### config.mk
export PLATFORM = sky130hd
export DESIGN_NAME = atims_trigger_front
export DESIGN_NICKNAME = d
export VERILOG_FILES = /design/src/atims_pkg.sv /design/src/atims_trigger_front.sv
export SDC_FILE = /design/constraint.sdc
export NUM_CORES = 1
export LEC_CHECK = 0
export BUFFER_PORTS_ARGS = -buffer_cell sky130_fd_sc_hd__buf_2
export CORE_UTILIZATION = 44
export CTS_BUF_LIST = sky130_fd_sc_hd__clkbuf_2 sky130_fd_sc_hd__clkbuf_4 sky130_fd_sc_hd__clkbuf_8
export DETAILED_ROUTE_END_ITERATION = 10
export PLACE_DENSITY_LB_ADDON = 0.08
export SYNTH_ARGS = -nofsm -noshare
export SYNTH_HDL_FRONTEND = slang
export SYNTH_SLANG_ARGS = --single-unit
### constraint.sdc
create_clock -name clk_i -period 2.8 [get_ports clk_i]
set_input_delay 0.14 -clock clk_i [delete_from_list [all_inputs] [get_ports clk_i]]
set_output_delay 0.14 -clock clk_i [all_outputs]
set_load 0.01 [all_outputs]
### src/atims_pkg.sv
// atims_pkg: constants for the trigger front end and mode select
// assumes a 250 MHz core clock and synchronous-to-clock use of the counts
package atims_pkg;
	localparam int CLK_MHZ = 250;
	localparam int ONE_SHOT_MS = 100;
	localparam int ONE_SHOT_CYCLES = ONE_SHOT_MS * 1000 * CLK_MHZ;
	localparam int POWER_UP_MS = 1500;
	localparam int POWER_UP_CYCLES = POWER_UP_MS * 1000 * CLK_MHZ;
	localparam int SYNC_STAGES = 2;
	localparam logic [3:0] SW_CONTINUOUS = 4'h0;
	localparam logic [3:0] SW_PRESET_MAX = 4'h9;
	localparam logic [3:0] SW_PULSE_WIDTH = 4'h9;
	localparam logic [7:0] EXPOSE_LINES_MAX = 8'hff;
	typedef enum logic [2:0] {
		ATIMS_CONTINUOUS = 3'b001,
		ATIMS_PRESET = 3'b010,
		ATIMS_PULSE_WIDTH = 3'b100
	} atims_mode_type;
	typedef enum logic [2:0] {
		ATIMS_PW_IDLE = 3'b001,
		ATIMS_PW_LOW = 3'b010,
		ATIMS_PW_DONE = 3'b100
	} atims_pw_type;
endpackage

### src/atims_trigger_front.sv
// atims_trigger_front: merges both shutter triggers, detects trailing edges,
// selects exposure mode, measures pulse width, drives the status indicator.
// assumes trigger pins are raw asynchronous levels; line pulse is synchronous.
`timescale 1ns/10ps
module atims_trigger_front #(
	parameter int ONE_SHOT_CYCLES = atims_pkg::ONE_SHOT_CYCLES,
	parameter int POWER_UP_CYCLES = atims_pkg::POWER_UP_CYCLES,
	parameter int LINE_W = 8
) (
	input wire logic clk_i,
	input wire logic arst_n_i,
	input wire logic power_port_trigger_n_i,
	input wire logic link_trigger_i,
	input wire logic link_invert_i,
	input wire logic pulse_width_exposure_select_i,
	input wire logic [3:0] shutter_switch_i,
	input wire logic internal_line_pulse_i,
	output logic async_mode_o,
	output logic preset_mode_o,
	output logic pulse_width_mode_o,
	output logic expose_start_o,
	output logic expose_lines_valid_o,
	output logic [LINE_W-1:0] expose_lines_o,
	output logic led_red_o,
	output logic led_green_o,
	output logic led_orange_o
);
	logic [atims_pkg::SYNC_STAGES-1:0] pwr_sync_reg;
	logic [atims_pkg::SYNC_STAGES-1:0] lnk_sync_reg;
	logic merged_reg;
	logic line_reg;
	logic trail;
	logic line_trail;
	logic link_active_n;
	logic merged_next;
	atims_pkg::atims_mode_type mode_reg;
	atims_pkg::atims_mode_type mode_next;
	atims_pkg::atims_pw_type pw_reg;
	logic [LINE_W-1:0] lines_reg;
	logic [31:0] shot_reg;
	logic [31:0] boot_reg;
	logic booted_reg;
	logic red_reg;

	function automatic atims_pkg::atims_mode_type decode_mode(input logic [3:0] sw, input logic pwe);
		if (sw == atims_pkg::SW_CONTINUOUS) begin
			decode_mode = atims_pkg::ATIMS_CONTINUOUS;
		end else if (pwe && sw == atims_pkg::SW_PULSE_WIDTH) begin
			decode_mode = atims_pkg::ATIMS_PULSE_WIDTH;
		end else if (sw <= atims_pkg::SW_PRESET_MAX) begin
			decode_mode = atims_pkg::ATIMS_PRESET;
		end else begin
			decode_mode = atims_pkg::ATIMS_CONTINUOUS;
		end
	endfunction

	// first stage feeds only the second
	always_ff @(posedge clk_i or negedge arst_n_i) begin
		if (!arst_n_i) begin
			pwr_sync_reg <= '1;
			lnk_sync_reg <= '1;
		end else begin
			pwr_sync_reg <= {pwr_sync_reg[0], power_port_trigger_n_i};
			lnk_sync_reg <= {lnk_sync_reg[0], link_trigger_i};
		end
	end

	// reset value assumes default polarity; link idles low only when inverted
	assign link_active_n = link_invert_i ? ~lnk_sync_reg[1] : lnk_sync_reg[1];
	// low when either is active; power port never inverted
	assign merged_next = pwr_sync_reg[1] & link_active_n;
	assign trail = ~merged_reg & merged_next;
	assign line_trail = line_reg & ~internal_line_pulse_i;
	assign mode_next = decode_mode(shutter_switch_i, pulse_width_exposure_select_i);

	always_ff @(posedge clk_i or negedge arst_n_i) begin
		if (!arst_n_i) begin
			merged_reg <= 1'b1;
			line_reg <= 1'b0;
			mode_reg <= atims_pkg::ATIMS_CONTINUOUS;
		end else begin
			merged_reg <= merged_next;
			line_reg <= internal_line_pulse_i;
			mode_reg <= mode_next;
		end
	end

	assign async_mode_o = (mode_reg != atims_pkg::ATIMS_CONTINUOUS);
	assign preset_mode_o = (mode_reg == atims_pkg::ATIMS_PRESET);
	assign pulse_width_mode_o = (mode_reg == atims_pkg::ATIMS_PULSE_WIDTH);

	always_ff @(posedge clk_i or negedge arst_n_i) begin
		if (!arst_n_i) begin
			expose_start_o <= 1'b0;
		end else begin
			expose_start_o <= trail && preset_mode_o;
		end
	end

	// width counted on line edges while merged trigger is low; saturates
	always_ff @(posedge clk_i or negedge arst_n_i) begin
		if (!arst_n_i) begin
			pw_reg <= atims_pkg::ATIMS_PW_IDLE;
			lines_reg <= '0;
			expose_lines_o <= '0;
			expose_lines_valid_o <= 1'b0;
		end else begin
			expose_lines_valid_o <= 1'b0;
			case (pw_reg)
				atims_pkg::ATIMS_PW_IDLE: begin
					lines_reg <= '0;
					if (pulse_width_mode_o && !merged_reg) begin
						pw_reg <= atims_pkg::ATIMS_PW_LOW;
					end
				end
				atims_pkg::ATIMS_PW_LOW: begin
					if (line_trail && lines_reg != {LINE_W{1'b1}}) begin
						lines_reg <= lines_reg + 1'b1;
					end
					if (trail) begin
						pw_reg <= atims_pkg::ATIMS_PW_DONE;
					end
				end
				atims_pkg::ATIMS_PW_DONE: begin
					expose_lines_o <= (lines_reg == '0) ? {{(LINE_W-1){1'b0}}, 1'b1} : lines_reg;
					expose_lines_valid_o <= 1'b1;
					pw_reg <= atims_pkg::ATIMS_PW_IDLE;
				end
				default: begin
					pw_reg <= atims_pkg::ATIMS_PW_IDLE;
				end
			endcase
		end
	end

	// retriggerable one-shot on trailing edges only
	always_ff @(posedge clk_i or negedge arst_n_i) begin
		if (!arst_n_i) begin
			shot_reg <= '0;
			red_reg <= 1'b0;
		end else if (trail && async_mode_o) begin
			shot_reg <= 32'(ONE_SHOT_CYCLES - 1);
			red_reg <= 1'b1;
		end else if (shot_reg != '0) begin
			shot_reg <= shot_reg - 32'h1;
		end else begin
			red_reg <= 1'b0;
		end
	end

	always_ff @(posedge clk_i or negedge arst_n_i) begin
		if (!arst_n_i) begin
			boot_reg <= '0;
			booted_reg <= 1'b0;
		end else if (!booted_reg) begin
			boot_reg <= boot_reg + 32'h1;
			booted_reg <= (boot_reg == 32'(POWER_UP_CYCLES - 1));
		end
	end

	assign led_red_o = red_reg;
	assign led_green_o = booted_reg && !red_reg;
	assign led_orange_o = !booted_reg && !red_reg;

	a_red_start: assert property (@(posedge clk_i) disable iff (!arst_n_i)
		(trail && async_mode_o) |=> led_red_o && shot_reg == 32'(ONE_SHOT_CYCLES - 1))
		else $error("one-shot not started on trailing edge");
	a_red_hold: assert property (@(posedge clk_i) disable iff (!arst_n_i)
		(shot_reg > 32'h1 && !(trail && async_mode_o)) |=> led_red_o && shot_reg == $past(shot_reg) - 32'h1)
		else $error("one-shot did not count down while lit");
	a_no_edge_stuck: assert property (@(posedge clk_i) disable iff (!arst_n_i)
		(!pwr_sync_reg[1]) |-> !trail)
		else $error("trailing edge while power trigger held active");
	a_merge_or: assert property (@(posedge clk_i) disable iff (!arst_n_i)
		(!pwr_sync_reg[1] || !link_active_n) |=> !merged_reg)
		else $error("merged trigger not active");
	a_continuous: assert property (@(posedge clk_i) disable iff (!arst_n_i)
		(shutter_switch_i == atims_pkg::SW_CONTINUOUS) |=> !async_mode_o ##1 !expose_start_o)
		else $error("switch zero not continuous");
	a_pw_select: assert property (@(posedge clk_i) disable iff (!arst_n_i)
		(pulse_width_exposure_select_i && shutter_switch_i == atims_pkg::SW_PULSE_WIDTH) |=> pulse_width_mode_o)
		else $error("pulse width mode not selected");
	a_preset_start: assert property (@(posedge clk_i) disable iff (!arst_n_i)
		(trail && preset_mode_o) |=> expose_start_o)
		else $error("preset exposure not started");
	a_red_priority: assert property (@(posedge clk_i) disable iff (!arst_n_i)
		led_red_o |-> !led_green_o && !led_orange_o)
		else $error("green shown over red");
	a_pw_result: assert property (@(posedge clk_i) disable iff (!arst_n_i)
		(pw_reg == atims_pkg::ATIMS_PW_DONE) |=> expose_lines_valid_o && expose_lines_o != '0)
		else $error("pulse width result missing");
	a_boot_green: assert property (@(posedge clk_i) disable iff (!arst_n_i)
		$rose(booted_reg) |-> boot_reg == 32'(POWER_UP_CYCLES))
		else $error("green at wrong time");
	a_red_clear: assert property (@(posedge clk_i) disable iff (!arst_n_i)
		(shot_reg == 32'h0 && !(trail && async_mode_o)) |=> !led_red_o)
		else $error("one-shot lit past its period");
	a_red_async: assert property (@(posedge clk_i) disable iff (!arst_n_i)
		(trail && !async_mode_o && !led_red_o) |=> !led_red_o)
		else $error("red lit in continuous mode");
	a_link_stuck: assert property (@(posedge clk_i) disable iff (!arst_n_i)
		(!link_active_n) |-> !trail)
		else $error("trailing edge while link trigger held active");
endmodule

==> summary.md, run 1 <==
| Metric | Value |
|---|---|
| Critical path arrival | `roughly 2800 ps` |
| Rows | `37` |
| Vias in the first global route | `3415` |
| Slack of the critical path | `332 ps` |
| Final-stage net count | `493` |
| Seq/Total Area, Yosys | `51.9%` |
| Worst path required time | `3080 ps` |
| Worst slack, placed | `373 ps` |
| Clock Latency Late Sink | `360 ps` |
| First-pass GRT wire length | `16100 um` |
| Final instance area | `0.00523 mm2` |
| Peak VDD IR | `0.214 mV` |
| Slew @ Worst Pin | `609 ps` |
| Fin crit period | `2470 ps` |
| DIE AREA | `0.0110 mm2` |
| Register area | `0.00241 mm2` |
| Total CTS buffers | `9` |
| Fin Hold WS | `51.1 ps` |
| Initial DRT Pass Iterations | `4` |
| H-tree level count | `3` |
| Most frequent cells after synthesis | `dfrtp_1, nand2_1, nor2_1, xnor2_1, xor2_1` |
| Avg Inst Size Synth | `10.6 um2` |
| Reg2Reg Depth | `5` |
| Stages on the worst setup path | `5` |
| Crit Path Max Fanout | `6` |
| DR WL/cell | `14.5 um` |
| Die Span Y | `about 100 um` |
| Netlist cell types | `58` |
| Core Box Area | `0.0103 mm2` |
| Area Overhead vs Synth | `12.6%` |
| Unrepaired setup endpoints after global routing | `false` |
| Crit path buffers/inverters | `0` |
| # IOs | `27` |
| CP Launch Type | `flip-flop` |
| CP top delay family | `simple AND/OR/NAND/NOR gates` |
| Most area-consuming cells after synthesis | `dfrtp_1, xnor2_1, dfstp_2, xor2_1, nand2_1` |
| All-layer global routing usage | `18.2%` |
| Pin count of the biggest net entering global routing | `between 50 and 60` |
| Setup TNS | `0 ps` |
| Top cell type's share of synthesized area | `48.0%` |
| Status | `complete, no violations` |
| Clk root buf | `clkbuf_8` |
| CTS tree | `done` |
| Max-slew violation count | `0` |
| Antenna violations before repair | `0` |
| Vias per cell | `5.42` |
| Worst clock skew | `9.66 ps` |
| Post-CTS resize count | `0` |
| Pwr Density | `486 mW/mm2` |
| Critical path's most frequent cell | `or4_4` |
| Clock sink total | `96` |
| Area of the multi-input gates | `0.00213 mm2` |
| Synth Flop Type | `dfrtp_1` |
| CP endpoint kind | `flip-flop` |
| Drt drc | `0` |
| Critical path's largest stage delay | `approximately 560 ps` |
| Grt ovf | `0` |
| Crit Path Class | `flip-flop to flip-flop` |
| Worst-path cell chain | `or3_4 -> or4_4 -> or4_4 -> or3_1 -> a21oi_1` |
| Final Core Density | `around 50%` |
| Hold WC Path Type | `input pin to flip-flop` |
| Post-route ant nets | `0` |
| Post-synth EDFFs | `0` |
| Peak Freq | `0.405 GHz` |
| IO buf count | `26` |
| ANT cells | `0` |
| Fin. Hold Viols | `0` |
| First DRT Iteration DRCs | `105` |
| Final setup viols | `0` |
| Fin crit share | `88.2%` |
| Placed Area | `0.00498 mm2` |
| Number of synthesized register bits | `96` |
| Starting Density | `45.2%` |
| DPL Wire Length | `6180 um` |
| Die Span X | `approximately 100 um` |
| Area leader, netlist | `dfrtp_1` |
| Clk buf depth | `2` |
| Vias | `3354` |
| Synth async-reset ratio | `100%` |
| LEAKAGE | `around 2.2 nW` |
| Most numerous cell in the Yosys netlist | `dfrtp_1` |
| Max-cap violations | `0` |
| Mapped cell area | `between 0.004 and 0.005 mm2` |
| Cells after Synth | `438` |
| Filler cell count | `about 960` |
| Hold Crit Depth | `3` |
| CP max-delay cell | `or4_4` |
| Relative slew slack | `59.4%` |
| Gpl congestion | `0.760` |
| Fraction of layout cells with a size suffix above 1 | `18.8%` |
| Worst-path clk slew | `90 ps` |
| Synth warnings | `0` |
| Post-synth net total | `453` |
| Routed wire length | `8990 um` |
-- worst min-delay path: cells and delay by family --
kind / cells / cell delay, ps
buffers and inverters: 1 / 80
and+or+nand+nor: 2 / 170
-- placed cells by master (no fill, tap or decap), drive strengths merged, types with 6 or more instances in the layout --
| cell type | netlist | final |
|---|---|---|
| dfrtp | 89 | 89 |
| nand2 | 41 | 41 |
| buf | 4 | 37 |
| nor2 | 29 | 29 |
| xnor2 | 29 | 29 |
| xor2 | 21 | 21 |
| nand3 | 20 | 20 |
| nor4 | 14 | 14 |
| or4 | 14 | 14 |
| nor3 | 13 | 13 |
| o21ai | 13 | 13 |
| clkbuf | 10 | 13 |
| nand4 | 11 | 11 |
| or3 | 11 | 11 |
| and3 | 10 | 10 |
| inv | 9 | 10 |
| a21oi | 9 | 9 |
| or2 | 8 | 8 |
| o31ai | 8 | 8 |
| nor3b | 7 | 7 |
| mux2 | 7 | 7 |
| dfstp | 7 | 7 |
| dlygate4sd3 | 0 | 6 |
-- final timing paths --
| kind | startpoint | to | slack (ps) |
|---|---|---|---|
| max reg2reg | shot_reg[12] | shot_reg[30] | 330 |
| max | shot_reg[12] | shot_reg[30] | 330 |
| min | shutter_switch_i[0] | mode_reg[0] | 50 |
| min reg2reg | lnk_sync_reg[0] | lnk_sync_reg[1] | 360 |
| min in group asynchronous | arst_n_i | shot_reg[25] | 340 |
| max in group asynchronous | arst_n_i | mode_reg[0] | 1750 |
-- cells by family after synthesis --
kind of cell | after synthesis | synth area share, %
fa+ha+maj | 4 | 1.08
buf+inv | 23 | 2.29
flops | 96 | 51.9
mux | 8 | 1.91
xor+xnor | 50 | 9.43
simple gates | 202 | 25.0
compound gates | 55 | 8.35
-- metal layers --
layer  up-vias  routed length (um)  track usage (%)
met5         -                   0                0
met4         0                 134             7.65
met3        11                 249             2.43
met2        50                3860             27.6
met1      1622                4740             26.3
li1       1671                   -                -
-- repair_timing --
action / 4_1_cts / 5_1_grt
hold buffers: 6 / 0
buffers inserted: 0 / 0
hold endpoints to repair: 50 / 0
-- through the flow --
stage	power [W]	std cells
2_1_floorplan	0.00161	438
3_3_place_gp	0.00168	597
3_5_place_dp	0.00169	597
4_1_cts	0.00258	619
5_1_grt	0.00266	619
6_report	0.00254	619
-- where the power goes --
part / switching (W) / internal, W / leakage, nW
Sequential: 0.0000510 / 0.00143 / 1.21
Clock: 0.000478 / 0.000399 / 0.101
Combinational: 0.000107 / 0.0000756 / 0.890
Total: 0.000636 / 0.00191 / 2.20
-- area by class of cell --
class                   instances  share of cell area [%]
repair buffers                 43                    5.50
inverters                       9                   0.646
well taps                     136                    3.25
clock buffers                  13                    3.18
clock inverters                 3                   0.503
multi-input cells             319                    40.8
flip-flops and latches         96                    46.1
Note: power is estimated with default switching activity, not from simulation.
==> run 2: changes to the inputs <==
--- a/config.mk
+++ b/config.mk
@@ -5,6 +5,7 @@
 export SDC_FILE = /design/constraint.sdc
 export NUM_CORES = 1
 export LEC_CHECK = 0
+export ABC_AREA = 1
 export BUFFER_PORTS_ARGS = -buffer_cell sky130_fd_sc_hd__buf_2
 export CORE_UTILIZATION = 44
 export CTS_BUF_LIST = sky130_fd_sc_hd__clkbuf_2 sky130_fd_sc_hd__clkbuf_4 sky130_fd_sc_hd__clkbuf_8
==> constraint.sdc (replaced) <==
create_clock -name clk_i -period 2.6 [get_ports clk_i]
set_input_delay 0.13 -clock clk_i [delete_from_list [all_inputs] [get_ports clk_i]]
set_output_delay 0.13 -clock clk_i [all_outputs]
set_load 0.01 [all_outputs]
==> run 2 against run 1 <==
- global-route usage grew 2.2 points
- cell count increased by 49%
- routed wire length grew 32%
- largest power group unchanged
==> summary.md, run 2 <==
| Metric | Value |
|---|---|
| Status | `complete, no violations` |
| Area leader, netlist | `dfrtp_1` |
| R2R Path Start | `shot_reg[0]` |
| R2r setup slk | `580 ps` |
| Worst path required time | `2870 ps` |
| Fin crit period | `2020 ps` |
| Vias | `4625` |
| Peak VDD IR | `0.315 mV` |
| Most numerous cell in the Yosys netlist | `nand2_1` |
| LEAKAGE | `3.07 nW` |
| Cells after Synth | `734` |
| Post-synth EDFFs | `0` |
| Vias per cell | `around 5.0` |
| Post-route ant nets | `0` |
| DPL Wire Length | `8730 um` |
| Mapped cell area | `0.00539 mm2` |
| Grt ovf | `0` |
| Fin crit share | `77.7%` |
| Die Span X | `roughly 110 um` |
| Most frequent cells after synthesis | `nand2_1, nor2_1, inv_1` |
| Hold WC Path Type | `input pin to flip-flop` |
| Gpl congestion | `roughly 0.89` |
| All-layer global routing usage | `20.4%` |
| Area Overhead vs Synth | `10.5%` |
| ANT cells | `0` |
| Hold Crit Depth | `3` |
| Clock sink total | `96` |
| CTS tree | `done` |
| CP endpoint kind | `flip-flop` |
| Internal power | `0.00208 W` |
| # IOs | `27` |
| Number of synthesized register bits | `96` |
| Clk root buf | `clkbuf_8` |
| Most common cell after layout, fill and taps aside | `nand2_1` |
| Max-slew violation count | `0` |
| Unrepaired setup endpoints after global routing | `false` |
| Crit Path Class | `flip-flop to flip-flop` |
| Pin count of the biggest net entering global routing | `57` |
| Seq/Total Area, Yosys | `approximately 45%` |
| Clock Power Share | `31.7%` |
| DIE AREA | `0.0127 mm2` |
| Drt drc | `0` |
| Top cell type's share of synthesized area | `a little over 40%` |
| Filler cell count | `about 1200` |
| First-pass GRT wire length | `20400 um` |
| Antenna violations before repair | `0` |
| IO buf count | `26` |
| Hold Crit Endpoint | `mode_reg[1]` |
| Switching Share | `30.2%` |
| Worst-path clk slew | `100 ps` |
| Die Span Y | `113 um` |
| Synth warnings | `0` |
| Post-CTS resize count | `0` |
| Worst clock skew | `14.8 ps` |
| Starting Density | `between 40% and 50%` |
| Final-stage net count | `788` |
| Most area-consuming cells after synthesis | `dfrtp_1, nand2_1, nor2_1, inv_1, nand3_1` |
| Initial DRT Pass Iterations | `5` |
| Netlist cell types | `36` |
| Clock Latency Late Sink | `390 ps` |
| Reg power frac | `54.8%` |
| Peak Freq | `0.495 GHz` |
| Clk buf depth | `2` |
| Slew @ Worst Pin | `733 ps` |
| Reg2Reg Depth | `9` |
| Pwr Density | `501 mW/mm2` |
| Crit Path Max Fanout | `15` |
| Max-cap violations | `0` |
| Total CTS buffers | `9` |
| CP Launch Type | `flip-flop` |
| Critical path arrival | `2290 ps` |
| Avg Inst Size Synth | `7.35 um2` |
| Comb power frac | `13.5%` |
| Rows | `40` |
| R2r endpoint | `shot_reg[27]` |
| Post-synth net total | `roughly 750` |
| Fin. Hold Viols | `0` |
| Synth async-reset ratio | `100%` |
| Core Box Area | `0.0120 mm2` |
| Psw | `between 0.0009 and 0.001 W` |
| Setup TNS | `0 ps` |
| First DRT Iteration DRCs | `196` |
| Final setup viols | `0` |
| HP Start | `shutter_switch_i[3]` |
| Routed wire length | `11800 um` |
| Most frequent cells in the layout | `nand2_1, nor2_1, inv_1, dfrtp_1, nand3_1` |
| Fraction of layout cells with a size suffix above 1 | `9.64%` |
| Relative slew slack | `slightly above 50%` |
| Fin Hold WS | `44.3 ps` |
| Synth Flop Type | `dfrtp_1` |
| DR WL/cell | `around 13 um` |
| Vias in the first global route | `4348` |
| H-tree level count | `3` |
run 2: cell types whose count changed in the layout (fill, tap and decap cells not counted), moves of 8 or more:
cell,delta
nand2_1,+153
nor2_1,+100
inv_1,+98
nand3_1,+46
xnor2_1,-16
nand4_1,+13
nor4_1,-10
or4_1,-10
or3_1,-9
and3_1,-8
buf_4,-8
run 2: timing repair:
action                    4_1_cts  5_1_grt
hold buffers                    9        0
hold endpoints to repair       53        0
setup buffers                   0        0
run 2: layout make-up:
cell class	instances	area [um2]	area share (%)
multi-input combinational	519	2510	42.2
inverter	109	410	6.89
clock buffer	10	131	2.21
timing repair buffer	38	258	4.33
sequential	96	2410	40.5
tap	147	184	3.09
clock inverter	6	51.3	0.861
run 2: per-layer routing:
layer | vias to the layer above | share of wire [%] | GRT usage [%]
met5 | - | 0 | 0
met2 | 88 | 46 | 32.8
met4 | 0 | 1.2 | 5.60
met1 | 2160 | 49 | 27.5
li1 | 2360 | - | -
met3 | 17 | 4.0 | 5.14
run 2: how the worst max path moves through the flow:
stage,slack [ps],endpoint,depth (start not counted),startpoint
after floorplan,920,shot_reg[0],10,shot_reg[0]
after global placement,660,shot_reg[17],9,shot_reg[0]
after detailed placement,590,shot_reg[23],9,shot_reg[0]
after CTS,540,shot_reg[23],9,shot_reg[0]
after global routing,360,shot_reg[28],9,shot_reg[0]
final,580,shot_reg[27],9,shot_reg[0]
run 2: kinds of logic (layout without fill, tap and decap cells):
kind of cell / after synthesis / after routing / share of synthesized area, %
AO/OA/AOI/OAI: 28 / 28 / 2.99
XOR/XNOR: 32 / 32 / 5.20
adder cells (fa/ha/maj): 4 / 4 / 0.928
buffers and inverters: 119 / 163 / 8.70
flip-flops: 96 / 96 / 44.7
AND/OR/NAND/NOR: 455 / 455 / 37.5
run 2: through the flow:
step | worst slack, ps | std cells | util, % | total power, W | instance area, um2
final | 580 | 925 | 49.8 | 0.00298 | 5960
after CTS | 543 | 925 | 49.8 | 0.00304 | 5960
after global placement | 659 | 900 | 47.5 | 0.00206 | 5680
after detailed placement | 591 | 900 | 47.5 | 0.00206 | 5680
after global routing | 359 | 925 | 49.8 | 0.00316 | 5960
after floorplan | 915 | 734 | - | 0.00193 | 5390
run 2: critical path, cell delays in order, from the launching register on:
cell and delay [ps]:
dfrtp_1 370, inv_1 190, ha_1 340, nand2_4 110, nor2_8 170, nand2_4 80
nor2_8 140, nand2_2 170, clkinv_2 240, nor2_1 80
run 2: power groups by stage:
stage          clock, W  sequential (W)  combinational (W)
2_1_floorplan         0         0.00166           0.000276
3_3_place_gp          0         0.00166           0.000393
3_5_place_dp          0         0.00166           0.000397
4_1_cts        0.000995         0.00164           0.000409
5_1_grt         0.00104         0.00165           0.000467
6_report       0.000946         0.00164           0.000402
==> run 3: changes to the inputs <==
==> constraint.sdc (replaced) <==
create_clock -name clk_i -period 1.7 [get_ports clk_i]
set_input_delay 0.085 -clock clk_i [delete_from_list [all_inputs] [get_ports clk_i]]
set_output_delay 0.085 -clock clk_i [all_outputs]
set_load 0.01 [all_outputs]
==> run 3 against run 2 <==
- highest routed layer unchanged
- non-clock buffer count grew 36
- flip-flop and latch count unchanged
- combinational power rose by 75%
- critical path depth is the same
- routed wire length up 5.5%
- register-to-register slack got worse by 480 ps
- via count increased by 2.7%
==> summary.md, run 3 (synthesis results as in run 2) <==
| Metric | Value |
|---|---|
| R2R Path Start | `shot_reg[15]` |
| DR WL/cell | `13.0 um` |
| Most frequent cells in the layout | `nand2_1, nor2_1, inv_1, dfrtp_1, nand3_1` |
| Fin Hold WS | `27.2 ps` |
| Worst-path cell chain | `buf_4 -> nor2_1 -> nand2_1 -> nor2_2 -> nand2_1 -> inv_1 -> nand2_1 -> a21oi_1 -> nand2_1` |
| Most common cell after layout, fill and taps aside | `nand2_1` |
| Tot Pwr | `0.00496 W` |
| CTS tree | `done` |
| Rows | `40` |
| Vias | `4748` |
| Crit Path Max Fanout | `3` |
| Vias in the first global route | `4450` |
| Clk buf depth | `2` |
| Crit Path Class | `flip-flop to flip-flop` |
| R2r setup slk | `around 100 ps` |
| DIE AREA | `0.0127 mm2` |
| Filler cell count | `1172` |
| CP max-delay cell | `dfrtp_1` |
| Pin count of the biggest net entering global routing | `27` |
| H-tree level count | `3` |
| Slew @ Worst Pin | `~380 ps` |
| CP top delay family | `simple AND/OR/NAND/NOR gates` |
| Final std cells w/o fill | `959` |
| DPL Wire Length | `9370 um` |
| Fin crit period | `1600 ps` |
| Final setup viols | `0` |
| Fraction of layout cells with a size suffix above 1 | `15.5%` |
| Peak VDD IR | `0.409 mV` |
| # IOs | `27` |
| First DRT Iteration DRCs | `281` |
| Post-route ant nets | `0` |
| Vias per cell | `4.95` |
| Total CTS buffers | `9` |
| Fin. Hold Viols | `0` |
| Critical path arrival | `~1900 ps` |
| All-layer global routing usage | `21.5%` |
| Drt drc | `0` |
| Gpl congestion | `0.880` |
| HP Start | `shutter_switch_i[2]` |
| Worst clock skew | `10.6 ps` |
| Clock Latency Late Sink | `370 ps` |
| First-pass GRT wire length | `21300 um` |
| Worst path required time | `1950 ps` |
| CP endpoint kind | `flip-flop` |
| Max-slew violation count | `0` |
| Die Span X | `113 um` |
| IO buf count | `26` |
| Critical path's largest stage delay | `410 ps` |
| Routed wire length | `between 10000 and 15000 um` |
| Fin crit share | `94.0%` |
| Critical path's most frequent cell | `nand2_1` |
| Peak Freq | `0.626 GHz` |
| Final-stage net count | `824` |
| Die Span Y | `113 um` |
| Crit path buffers/inverters | `2` |
| Initial DRT Pass Iterations | `5` |
| Relative slew slack | `between 70% and 80%` |
| Clk root buf | `clkbuf_8` |
| ANT cells | `0` |
| Hold WC Path Type | `input pin to flip-flop` |
| Grt ovf | `0` |
| Core Box Area | `0.0120 mm2` |
| CP Launch Type | `flip-flop` |
| Final Core Density | `53.3%` |
| Worst-path clk slew | `approximately 90 ps` |
| Status | `complete, no violations` |
| Starting Density | `45.1%` |
| Max-cap violations | `0` |
| Area Overhead vs Synth | `18.2%` |
| Crit path from | `shot_reg[15]` |
| Antenna violations before repair | `0` |
| Clock sink total | `96` |
| # placed instances | `932` |
| Pwr Density | `778 mW/mm2` |
| LEAKAGE | `3.28 nW` |
-- run 3: cell types whose count changed in the layout (fill, tap and decap cells not counted), moves of 2 or more --
| cell | change |
|---|---|
| buf_4 | +32 |
| nor2_1 | -14 |
| nor2_2 | +10 |
| nor2_4 | +4 |
| bufinv_16 | +3 |
| inv_6 | -3 |
| buf_12 | +2 |
| clkinv_4 | -2 |
| dlygate4sd3_1 | +2 |
| nand3_1 | -2 |
| nand3_2 | +2 |
-- run 3: metal layers --
| layer | vias up | global-route usage (%) | routed length, um |
|---|---|---|---|
| met5 | - | 0 | 0 |
| met4 | 0 | 8.36 | 226 |
| met3 | 19 | 3.43 | 560 |
| met2 | 102 | 33.7 | 5630 |
| met1 | 2199 | 29.9 | 6080 |
| li1 | 2428 | - | - |
-- run 3: worst min-delay path, stage by stage --
cell and delay, ps:
buf_2 70, nor2_1 50, o21a_1 180
-- run 3: layout make-up --
cell class / count / area (um2) / share of cell area [%]
inverters: 109 / 412 / 6.46
flip-flops and latches: 96 / 2410 / 37.8
well taps: 147 / 184 / 2.89
clock buffers: 10 / 131 / 2.06
repair buffers: 74 / 558 / 8.76
clock inverters: 4 / 95.1 / 1.49
multi-input cells: 519 / 2580 / 40.5
-- run 3: worst paths after layout --
check | cells past startpoint | endpoint
min | 3 | mode_reg[0]
max | 9 | shot_reg[21]
max in group asynchronous | 3 | shot_reg[17]
min reg2reg | 0 | lnk_sync_reg[1]
min in group asynchronous | 2 | expose_start_o
max reg2reg | 9 | shot_reg[21]
-- run 3: timing repair --
action	in CTS	in global routing
endpoints found under the hold margin	47	0
buffers inserted	0	2
hold buffers	11	0
endpoints found under the setup margin	0	40
gates resized for setup	0	24
-- run 3: where the power goes --
group	internal (W)	switching (W)	total (W)	leakage, nW
combinational	0.000268	0.000435	0.000703	1.95
clock	0.000976	0.000771	0.00175	0.116
sequential	0.00241	0.0000992	0.00251	1.21
total	0.00365	0.00131	0.00496	3.28
-- run 3: per-stage QoR --
stage | instance area (um2) | setup slack, ps | setup TNS [ps]
after floorplan | 5390 | 15.1 | 0
after global placement | 5950 | 62.3 | 0
after detailed placement | 5950 | 44.1 | 0
after CTS | 6290 | 15.9 | 0
after global routing | 6370 | -13.3 | -16.9
final | 6370 | 103 | 0
